==> src/inc/alu_pkg.sv <==
/*
  Shared constants and types of the eight-bit arithmetic and logic datapath:
  operation codes, flag positions, widths and the bit-access range.
  Assumes the decoder drives the operation codes listed here.
*/
`default_nettype none
package alu_pkg;

  // data widths
  localparam int DATA_W = 8;
  localparam int WORD_IMM_W = 6;
  localparam int FLAG_W = 6;
  localparam int IO_ADDR_W = 6;
  localparam int BIT_SEL_W = 3;

  // flag positions inside the status vector
  localparam int FLAG_C = 0;
  localparam int FLAG_Z = 1;
  localparam int FLAG_N = 2;
  localparam int FLAG_V = 3;
  localparam int FLAG_S = 4;
  localparam int FLAG_H = 5;

  // reset values
  localparam logic [FLAG_W-1:0] FLAGS_RST = 6'h00;
  localparam logic [DATA_W-1:0] DATA_RST = 8'h00;

  // constants used by the operations
  localparam logic [DATA_W-1:0] ALL_ONES = 8'hFF;
  localparam logic [DATA_W-1:0] ALL_ZERO = 8'h00;

  // bit-accessible window of the i/o space
  localparam logic [IO_ADDR_W-1:0] IO_BIT_BOTTOM = 6'h00;
  localparam logic [IO_ADDR_W-1:0] IO_BIT_TOP = 6'h1F;

  // operation codes
  typedef enum logic [4:0] {
    op_add = 5'h00,
    op_add_carry = 5'h01,
    op_word_add_immediate = 5'h02,
    op_sub = 5'h03,
    op_subtract_constant = 5'h04,
    op_subtract_with_borrow = 5'h05,
    op_subtract_constant_with_borrow = 5'h06,
    op_word_subtract_immediate = 5'h07,
    op_and = 5'h08,
    op_bitwise_and_with_constant = 5'h09,
    op_or = 5'h0A,
    op_bitwise_or_with_constant = 5'h0B,
    op_exclusive_or = 5'h0C,
    op_bitwise_invert = 5'h0D,
    op_arithmetic_minus = 5'h0E,
    op_set_bits_by_mask = 5'h0F,
    op_clear_bits_by_mask = 5'h10
  } alu_op_t;

  // single-bit i/o commands
  typedef enum logic [1:0] {
    io_bit_set = 2'h0,
    io_bit_clear = 2'h1,
    skip_if_io_bit_one = 2'h2,
    skip_if_io_bit_zero = 2'h3
  } io_cmd_t;

endpackage
`default_nettype wire

==> src/inc/io_bit_if.sv <==
/*
  Carrier between the datapath and its single-bit i/o unit.
  Assumes both ends share sys_clk.
*/
`default_nettype none
interface io_bit_if;
  import alu_pkg::*;
  logic valid;
  io_cmd_t cmd;
  logic [IO_ADDR_W-1:0] addr;
  logic [BIT_SEL_W-1:0] bit_sel;
  logic [DATA_W-1:0] rdata;
  logic wr;
  logic [DATA_W-1:0] wmask;
  logic [DATA_W-1:0] wdata;
  logic skip;
  logic err;

  modport ctl (output valid, cmd, addr, bit_sel, rdata,
               input wr, wmask, wdata, skip, err);
  modport unit (input valid, cmd, addr, bit_sel, rdata,
                output wr, wmask, wdata, skip, err);
endinterface
`default_nettype wire

==> src/core/arith_logic_datapath.sv <==
/*
  Eight-bit arithmetic and logic datapath with word add and subtract on a
  register pair, the status flags, and the single-bit i/o access path.
  Assumes the decoder holds operands stable while op_valid and op_ready,
  and writes results back when res_valid pulses.
*/
`default_nettype none
module arith_logic_datapath
  import alu_pkg::*;
#(
  parameter int WORD_K_W = WORD_IMM_W
)
(
  input wire logic sys_clk,
  input wire logic srst,
  input wire logic op_valid,
  input wire logic [4:0] op_code,
  input wire logic [DATA_W-1:0] rd_val,
  input wire logic [DATA_W-1:0] rdh_val,
  input wire logic [DATA_W-1:0] rr_val,
  input wire logic [DATA_W-1:0] imm,
  output logic op_ready,
  output logic res_valid,
  output logic res_pair,
  output logic [DATA_W-1:0] res_lo,
  output logic [DATA_W-1:0] res_hi,
  output logic [FLAG_W-1:0] flags,
  output logic bad_op,
  input wire logic io_valid,
  input wire logic [1:0] io_cmd,
  input wire logic [IO_ADDR_W-1:0] io_addr,
  input wire logic [BIT_SEL_W-1:0] io_bit,
  input wire logic [DATA_W-1:0] io_rdata,
  output logic io_wr,
  output logic [DATA_W-1:0] io_wmask,
  output logic [DATA_W-1:0] io_wdata,
  output logic io_skip,
  output logic io_err
);

  // refuse word constant widths the pair path cannot carry
  if (WORD_K_W < 1 || WORD_K_W > DATA_W) begin : g_bad_word_k_w
    $error("word constant width must be 1 to 8 bits");
  end

  typedef enum logic [0:0] {
    st_idle = 1'b0,
    st_word_hi = 1'b1
  } dp_state_t;

  dp_state_t state_r;
  dp_state_t state_nxt;
  logic [FLAG_W-1:0] flags_r;
  logic [FLAG_W-1:0] flags_nxt;
  logic [DATA_W-1:0] res_lo_r;
  logic [DATA_W-1:0] res_lo_nxt;
  logic [DATA_W-1:0] res_hi_r;
  logic [DATA_W-1:0] res_hi_nxt;
  logic res_valid_r;
  logic res_valid_nxt;
  logic res_pair_r;
  logic res_pair_nxt;
  logic bad_op_r;
  logic bad_op_nxt;
  logic [DATA_W-1:0] wlo_r;
  logic [DATA_W-1:0] whi_r;
  logic wcy_r;
  logic wsub_r;
  logic take;
  logic [DATA_W-1:0] kword;
  logic [9:0] lo_add;
  logic [9:0] lo_sub;
  logic [9:0] hi_res;

  // add a, b and carry in; returns half carry, carry, sum
  function automatic logic [9:0] add8(input logic [7:0] a,
                                      input logic [7:0] b,
                                      input logic ci);
    logic [4:0] lo;
    logic [8:0] s;
    lo = {1'b0, a[3:0]} + {1'b0, b[3:0]} + {4'h0, ci};
    s = {1'b0, a} + {1'b0, b} + {8'h00, ci};
    return {lo[4], s};
  endfunction

  // subtract b and borrow in from a; returns half borrow, borrow, diff
  function automatic logic [9:0] sub8(input logic [7:0] a,
                                      input logic [7:0] b,
                                      input logic ci);
    logic [4:0] lo;
    logic [8:0] s;
    lo = {1'b0, a[3:0]} - {1'b0, b[3:0]} - {4'h0, ci};
    s = {1'b0, a} - {1'b0, b} - {8'h00, ci};
    return {lo[4], s};
  endfunction

  // byte arithmetic flags: Z C N V H, S left as it was
  function automatic logic [5:0] arith_flags(input logic [5:0] f,
                                             input logic [7:0] a,
                                             input logic [7:0] b,
                                             input logic [9:0] r,
                                             input logic sub);
    logic [5:0] o;
    o = f;
    o[FLAG_Z] = (r[7:0] == ALL_ZERO);
    o[FLAG_C] = r[8];
    o[FLAG_N] = r[7];
    o[FLAG_V] = sub ? ((a[7] != b[7]) && (r[7] != a[7]))
                    : ((a[7] == b[7]) && (r[7] != a[7]));
    o[FLAG_H] = r[9];
    return o;
  endfunction

  // logic flags: Z N, V cleared, the rest untouched
  function automatic logic [5:0] logic_flags(input logic [5:0] f,
                                             input logic [7:0] r);
    logic [5:0] o;
    o = f;
    o[FLAG_Z] = (r == ALL_ZERO);
    o[FLAG_N] = r[7];
    o[FLAG_V] = 1'b0;
    return o;
  endfunction

  // word flags from the old high byte and the 16-bit result
  function automatic logic [5:0] word_flags(input logic [5:0] f,
                                            input logic [7:0] oh,
                                            input logic [15:0] r,
                                            input logic sub);
    logic [5:0] o;
    o = f;
    o[FLAG_Z] = (r == 16'h0000);
    o[FLAG_N] = r[15];
    o[FLAG_V] = sub ? (oh[7] && !r[15]) : (!oh[7] && r[15]);
    o[FLAG_C] = sub ? (r[15] && !oh[7]) : (oh[7] && !r[15]);
    o[FLAG_S] = o[FLAG_N] ^ o[FLAG_V];
    return o;
  endfunction

  // handshake and shared arithmetic terms
  assign op_ready = (state_r == st_idle);
  assign take = op_valid && op_ready;
  assign kword = DATA_W'(imm[WORD_K_W-1:0]);
  assign lo_add = add8(rd_val, kword, 1'b0);
  assign lo_sub = sub8(rd_val, kword, 1'b0);
  assign hi_res = wsub_r ? sub8(whi_r, ALL_ZERO, wcy_r)
                         : add8(whi_r, ALL_ZERO, wcy_r);

  // operation decode; every branch starts from the held flags
  always_comb begin
    logic [9:0] r;
    logic [7:0] lv;
    r = 10'h000;
    lv = ALL_ZERO;
    state_nxt = state_r;
    flags_nxt = flags_r; // unnamed flags hold
    res_lo_nxt = res_lo_r;
    res_hi_nxt = res_hi_r;
    res_valid_nxt = 1'b0;
    res_pair_nxt = res_pair_r;
    bad_op_nxt = 1'b0;
    if (state_r == st_word_hi) begin
      // second clock of a word operation
      flags_nxt = word_flags(flags_r, whi_r, {hi_res[7:0], wlo_r}, wsub_r);
      res_lo_nxt = wlo_r;
      res_hi_nxt = hi_res[7:0];
      res_valid_nxt = 1'b1;
      res_pair_nxt = 1'b1;
      state_nxt = st_idle;
    end else if (take) begin
      res_valid_nxt = 1'b1;
      res_pair_nxt = 1'b0;
      res_hi_nxt = rdh_val;
      unique case (op_code)
        op_add, op_add_carry: begin
          r = add8(rd_val, rr_val, (op_code == op_add_carry) &&
                   flags_r[FLAG_C]);
          flags_nxt = arith_flags(flags_r, rd_val, rr_val, r, 1'b0);
          res_lo_nxt = r[7:0];
        end
        op_sub, op_subtract_constant: begin
          lv = (op_code == op_sub) ? rr_val : imm;
          r = sub8(rd_val, lv, 1'b0);
          flags_nxt = arith_flags(flags_r, rd_val, lv, r, 1'b1);
          res_lo_nxt = r[7:0];
        end
        op_subtract_with_borrow, op_subtract_constant_with_borrow: begin
          lv = (op_code == op_subtract_with_borrow) ? rr_val : imm;
          r = sub8(rd_val, lv, flags_r[FLAG_C]);
          flags_nxt = arith_flags(flags_r, rd_val, lv, r, 1'b1);
          res_lo_nxt = r[7:0];
        end
        op_word_add_immediate, op_word_subtract_immediate: begin
          res_valid_nxt = 1'b0; // result follows on the second clock
          state_nxt = st_word_hi;
        end
        op_and, op_bitwise_and_with_constant: begin
          lv = rd_val & ((op_code == op_and) ? rr_val : imm);
          flags_nxt = logic_flags(flags_r, lv);
          res_lo_nxt = lv;
        end
        op_or, op_bitwise_or_with_constant, op_exclusive_or: begin
          if (op_code == op_exclusive_or)
            lv = rd_val ^ rr_val;
          else
            lv = rd_val | ((op_code == op_or) ? rr_val : imm);
          flags_nxt = logic_flags(flags_r, lv);
          res_lo_nxt = lv;
        end
        op_bitwise_invert: begin
          lv = ALL_ONES - rd_val;
          flags_nxt = logic_flags(flags_r, lv);
          flags_nxt[FLAG_C] = 1'b1;
          res_lo_nxt = lv;
        end
        op_arithmetic_minus: begin
          r = sub8(ALL_ZERO, rd_val, 1'b0);
          flags_nxt = arith_flags(flags_r, ALL_ZERO, rd_val, r, 1'b1);
          res_lo_nxt = r[7:0];
        end
        op_set_bits_by_mask: begin
          lv = rd_val | imm;
          flags_nxt = logic_flags(flags_r, lv);
          res_lo_nxt = lv;
        end
        op_clear_bits_by_mask: begin
          lv = rd_val & (ALL_ONES - imm);
          flags_nxt = logic_flags(flags_r, lv);
          res_lo_nxt = lv;
        end
        default: begin
          // unknown code: no result, no flag change
          res_valid_nxt = 1'b0;
          bad_op_nxt = 1'b1;
        end
      endcase
    end
  end

  // sequencing state
  always_ff @(posedge sys_clk) begin
    if (srst)
      state_r <= st_idle;
    else
      state_r <= state_nxt;
  end

  // status flags and result registers
  always_ff @(posedge sys_clk) begin
    if (srst) begin
      flags_r <= FLAGS_RST;
      res_lo_r <= DATA_RST;
      res_hi_r <= DATA_RST;
      res_valid_r <= 1'b0;
      res_pair_r <= 1'b0;
      bad_op_r <= 1'b0;
    end else begin
      flags_r <= flags_nxt;
      res_lo_r <= res_lo_nxt;
      res_hi_r <= res_hi_nxt;
      res_valid_r <= res_valid_nxt;
      res_pair_r <= res_pair_nxt;
      bad_op_r <= bad_op_nxt;
    end
  end

  // first clock of a word operation: low byte and its carry
  always_ff @(posedge sys_clk) begin
    if (srst) begin
      wlo_r <= DATA_RST;
      whi_r <= DATA_RST;
      wcy_r <= 1'b0;
      wsub_r <= 1'b0;
    end else if (take && (op_code == op_word_add_immediate ||
                          op_code == op_word_subtract_immediate)) begin
      wsub_r <= (op_code == op_word_subtract_immediate);
      wlo_r <= (op_code == op_word_subtract_immediate) ? lo_sub[7:0]
                                                       : lo_add[7:0];
      wcy_r <= (op_code == op_word_subtract_immediate) ? lo_sub[8]
                                                       : lo_add[8];
      whi_r <= rdh_val;
    end
  end

  assign res_valid = res_valid_r;
  assign res_pair = res_pair_r;
  assign res_lo = res_lo_r;
  assign res_hi = res_hi_r;
  assign flags = flags_r;
  assign bad_op = bad_op_r;

  // single-bit i/o path
  io_bit_if io_bus ();

  assign io_bus.valid = io_valid;
  assign io_bus.cmd = io_cmd_t'(io_cmd);
  assign io_bus.addr = io_addr;
  assign io_bus.bit_sel = io_bit;
  assign io_bus.rdata = io_rdata;
  assign io_wr = io_bus.wr;
  assign io_wmask = io_bus.wmask;
  assign io_wdata = io_bus.wdata;
  assign io_skip = io_bus.skip;
  assign io_err = io_bus.err;

  io_bit_unit u_io_bit (
    .sys_clk(sys_clk),
    .srst(srst),
    .io(io_bus.unit)
  );

endmodule
`default_nettype wire

==> src/core/io_bit_unit.sv <==
/*
  Single-bit set, clear and bit-test on the low i/o register window.
  Assumes the i/o register owner applies wdata only under wmask and
  presents the addressed register on rdata in the request cycle.
*/
`default_nettype none
module io_bit_unit
  import alu_pkg::*;
(
  input wire logic sys_clk,
  input wire logic srst,
  io_bit_if.unit io
);

  logic in_range;
  logic [DATA_W-1:0] onehot;

  // window check and one-hot of the addressed bit
  assign in_range = (io.addr >= IO_BIT_BOTTOM) && (io.addr <= IO_BIT_TOP);
  assign onehot = 8'h01 << io.bit_sel;

  // register the write strobe, mask and data
  always_ff @(posedge sys_clk) begin
    if (srst) begin
      io.wr <= 1'b0;
      io.wmask <= DATA_RST;
      io.wdata <= DATA_RST;
    end else begin
      io.wr <= 1'b0;
      if (io.valid && in_range &&
          (io.cmd == io_bit_set || io.cmd == io_bit_clear)) begin
        io.wr <= 1'b1;
        io.wmask <= onehot; // only the addressed bit is written
        // other bits carry zero so no write-one-to-clear flag is hit
        io.wdata <= (io.cmd == io_bit_set) ? onehot : DATA_RST;
      end
    end
  end

  // register the skip decision and the range error
  always_ff @(posedge sys_clk) begin
    if (srst) begin
      io.skip <= 1'b0;
      io.err <= 1'b0;
    end else begin
      io.err <= io.valid && !in_range; // outside window: nothing happens
      io.skip <= 1'b0;
      if (io.valid && in_range) begin
        unique case (io.cmd)
          skip_if_io_bit_one: io.skip <= io.rdata[io.bit_sel];
          skip_if_io_bit_zero: io.skip <= !io.rdata[io.bit_sel];
          io_bit_set, io_bit_clear: io.skip <= 1'b0;
        endcase
      end
    end
  end

endmodule
`default_nettype wire

==> config.mk <==
export PLATFORM = sky130hd
export DESIGN_NAME = arith_logic_datapath
export DESIGN_NICKNAME = d
export VERILOG_FILES = /design/src/inc/alu_pkg.sv /design/src/inc/io_bit_if.sv /design/src/core/arith_logic_datapath.sv /design/src/core/io_bit_unit.sv
export SDC_FILE = /design/constraint.sdc
export NUM_CORES = 1
export LEC_CHECK = 0
export CORE_MARGIN = 3
export CORE_UTILIZATION = 45
export DETAILED_ROUTE_END_ITERATION = 10
export DONT_BUFFER_PORTS = 1
export PLACE_DENSITY_LB_ADDON = 0.08
export SYNTH_ARGS = -nofsm -noshare
export SYNTH_HDL_FRONTEND = slang
export SYNTH_SLANG_ARGS = --single-unit
==> constraint.sdc <==
create_clock -name sys_clk -period 6.9 [get_ports sys_clk]
set_input_delay 1.035 -clock sys_clk [delete_from_list [all_inputs] [get_ports sys_clk]]
set_output_delay 1.035 -clock sys_clk [all_outputs]
set_load 0.01 [all_outputs]
==> metrics <==
outcome=finished, final reports clean; DP Area=6400 um^2; n_diodes=0; Final Setup Violations=0; Synth async-reset ratio=0%; num rows=42; Synth Area in Simple Gates=25.3%; HPWL after DPL=17100 um; die area=15500 um^2; Final WS setup=between 2000 and 2500 ps; area of the multi-input gates=4710 um^2; count leader, synth=nor2_1; Crit-path slowest cell=and3_1; # IOs=105; Starting Density=46.9%; Clock Latency Late Sink=320 ps; register area=1260 um^2; fraction of layout cells with a size suffix above 1=3.88%; remaining antenna violation count after routing=0; area share of the largest cell type after synthesis=19.9%; Iteration-0 DRC Markers=roughly 660; register bit total from synthesis=63; drt pass-1 iters=5; Sum Neg Setup Slack=0 ps; mean area per synthesized cell=around 7.4 um^2; type of the worst min-delay path=register to register; Req. time, crit path=7090 ps; hold buffers post-CTS=0; Peak VDD IR=roughly 0.16 mV; synth warn=0; Netlist cell types=75; placed cell count=984; critical path arrival=4780 ps; Register-to-Register Path Depth=10; CTS-repair resized insts=0; worst clock skew=4.36 ps; hold depth=2; DR vias/cell=6.32; R2R Path Start=flags[0]; Cells after Synth=853; die height=around 120 um; CTS buffer count=9; sequential share of the synthesized area=19.9%; main area contributors after synthesis=dfxtp_1 20%, ha_1 12%, a21oi_1 5.5%; number of max-cap violations=0; Crit path max-delay family=simple AND/OR/NAND/NOR gates; core area=~14000 um^2; Slew Viols, Final=0; largest net degree at the start of global routing=between 60 and 70; port bufs=0; Non-Filler Instances=1000; worst-path maximum fanout=23; syn_nets=approximately 980; fin nets=~950; Fill cells=1380; via total after detailed routing=roughly 6300; pwr/cell area=179 nW/um^2; Area Growth Syn to Fin=6.08%; TritonCTS clock tree=yes; crit path cell chain=nor2_1 > and3_1 > o21ai_0 > fa_1 > inv_1 > ha_1 > o21ai_0 > nand3b_1 > xor2_1 > nor2b_1 > nor4_1 > o211ai_1 > a211oi_1 > o32ai_1; global-route wire length before repair=34400 um; Synth top cells by count=92 x nor2_1, 75 x nand2_1, 69 x a21oi_1, 63 x dfxtp_1, 60 x ha_1; Setup Buffers After CTS=0; Leak=2.56 nW; final instance area=between 6000 and 7000 um^2; Critical Path Start=op_code[4]; die width=between 100 and 150 um; XOR/XNOR Fraction of Synth Area=5.11%; normalized max-slew margin=24.7%; total gr overflow=0; adder-cell share of the synthesized area=14.5%; RD Place Congestion=0.967; CTS root buffer=clkbuf_16; multiplexer area fraction after synthesis=4.15%; Post-Route WL=around 22000 um; Crit path buffers/inverters=1; RSZ-0062 raised after global routing=false; Reg clk slew, reported paths=50 ps; Design Power=1.20 mW; Hold Path Origin=wlo_r[7]; Tcrit/Tclk final=66.6%; CTS Buffer Depth=2; Crit path depth=14; Synth area leader=dfxtp_1; min Tclk post-route=4590 ps; Synth Area in Compound Gates=25.1%; Post-synth EDFFs=0; Synth Flop Type=dfxtp_1; Max Freq=218 MHz; CTS sink count=63; post-DR wirelength/cell=22.0 um; WS Path Type=primary input to register; final hold violation count=0; slew of the pin with the lowest slew margin=between 1000 and 1500 ps; Overall Global Routing Usage=between 20% and 30%; largest family of logic cells by synthesized area=simple AND/OR/NAND/NOR gates; Setup crit start kind=primary input; initial antenna violation count=0; CTS H-tree lvls=3; Synth Cell Area=6340 um^2; vias in the first global route=6082; CP peak stage delay=about 610 ps; Place WS=2160 ps; DRC errors left=0; CP endpoint kind=register; Critical Path Most Common Cell=o21ai_0
area by class of cell:
class | instances | share of cell area, %
Clock inverter | 3 | 0.968
Multi-Input combinational cell | 693 | 70.0
Inverter | 49 | 2.74
Timing Repair Buffer | 3 | 0.335
Sequential cell | 63 | 18.8
Clock buffer | 13 | 3.87
Tap cell | 176 | 3.28
per-layer routing:
metal  share of wire [%]  vias up  global-route usage (%)
li1                    -     3048                       -
met4                 1.6        0                    6.77
met2                  44      265                    43.0
met5                   0        -                       0
met3                 9.1       23                    5.49
met1                  45     2983                    38.5
worst paths after layout:
check         endpoint  slack, ps
min reg2reg   wlo_r[7]        440
max reg2reg   flags[1]       3270
max          res_lo[3]       2310
min           wlo_r[7]        440
tightest hold or removal path, stage by stage, from the launching register on:
cell	delay, ps
dfxtp_1	300
nand2_1	50
a21oi_1	50
per-stage QoR:
step	hold WS, ps	utilization (%)
5_1_grt	465	49.8
3_5_place_dp	440	47.4
4_1_cts	447	49.8
6_report	442	49.8
3_3_place_gp	439	47.4
2_1_floorplan	432	-
kinds of logic after synthesis:
group	count (synthesis)
simple gates	321
compound gates	243
buf+inv	97
fa+ha+maj	69
flops	63
xor+xnor	37
mux	23
placed cells by master (no fill, tap or decap), types with 6 or more instances in the layout:
cell type and instances:
a21oi_1 69, o21bai_1 6, nor2_1 92, fa_1 8
nor4_1 10, o221ai_1 7, xnor2_1 21, a211oi_1 31
o22ai_1 8, o21ai_0 45, nor3_1 30, a221oi_1 7
nand2_1 75, ha_1 60, a21o_1 6, dfxtp_1 63
nand3_1 25, mux2i_1 15, nor2b_1 19, xor2_1 16
nand2b_1 13, inv_1 48, clkbuf_16 9, a22oi_1 9
nand4_1 11, a2111oi_0 6
registers in the layout, indices dropped and copies added (netlist names):
| name | count |
|---|---|
| res_hi | 8 |
| wsub_r | 1 |
| wlo_r | 8 |
| bad_op | 1 |
| res_lo | 8 |
| flags | 6 |
| u_io_bit.io.wr | 1 |
| u_io_bit.io.skip | 1 |
| u_io_bit.io.wmask | 8 |
| state_r | 1 |
| u_io_bit.io.wdata | 8 |
| whi_r | 8 |
| res_valid | 1 |
| u_io_bit.io.err | 1 |
| res_pair | 1 |
| wcy_r | 1 |
power breakdown:
group	switching [mW]	internal [mW]
Clock	0.152	0.335
Sequential	0.0160	0.378
Combinational	0.192	0.130
Total	0.360	0.843
(Power assumes the default switching activity.)
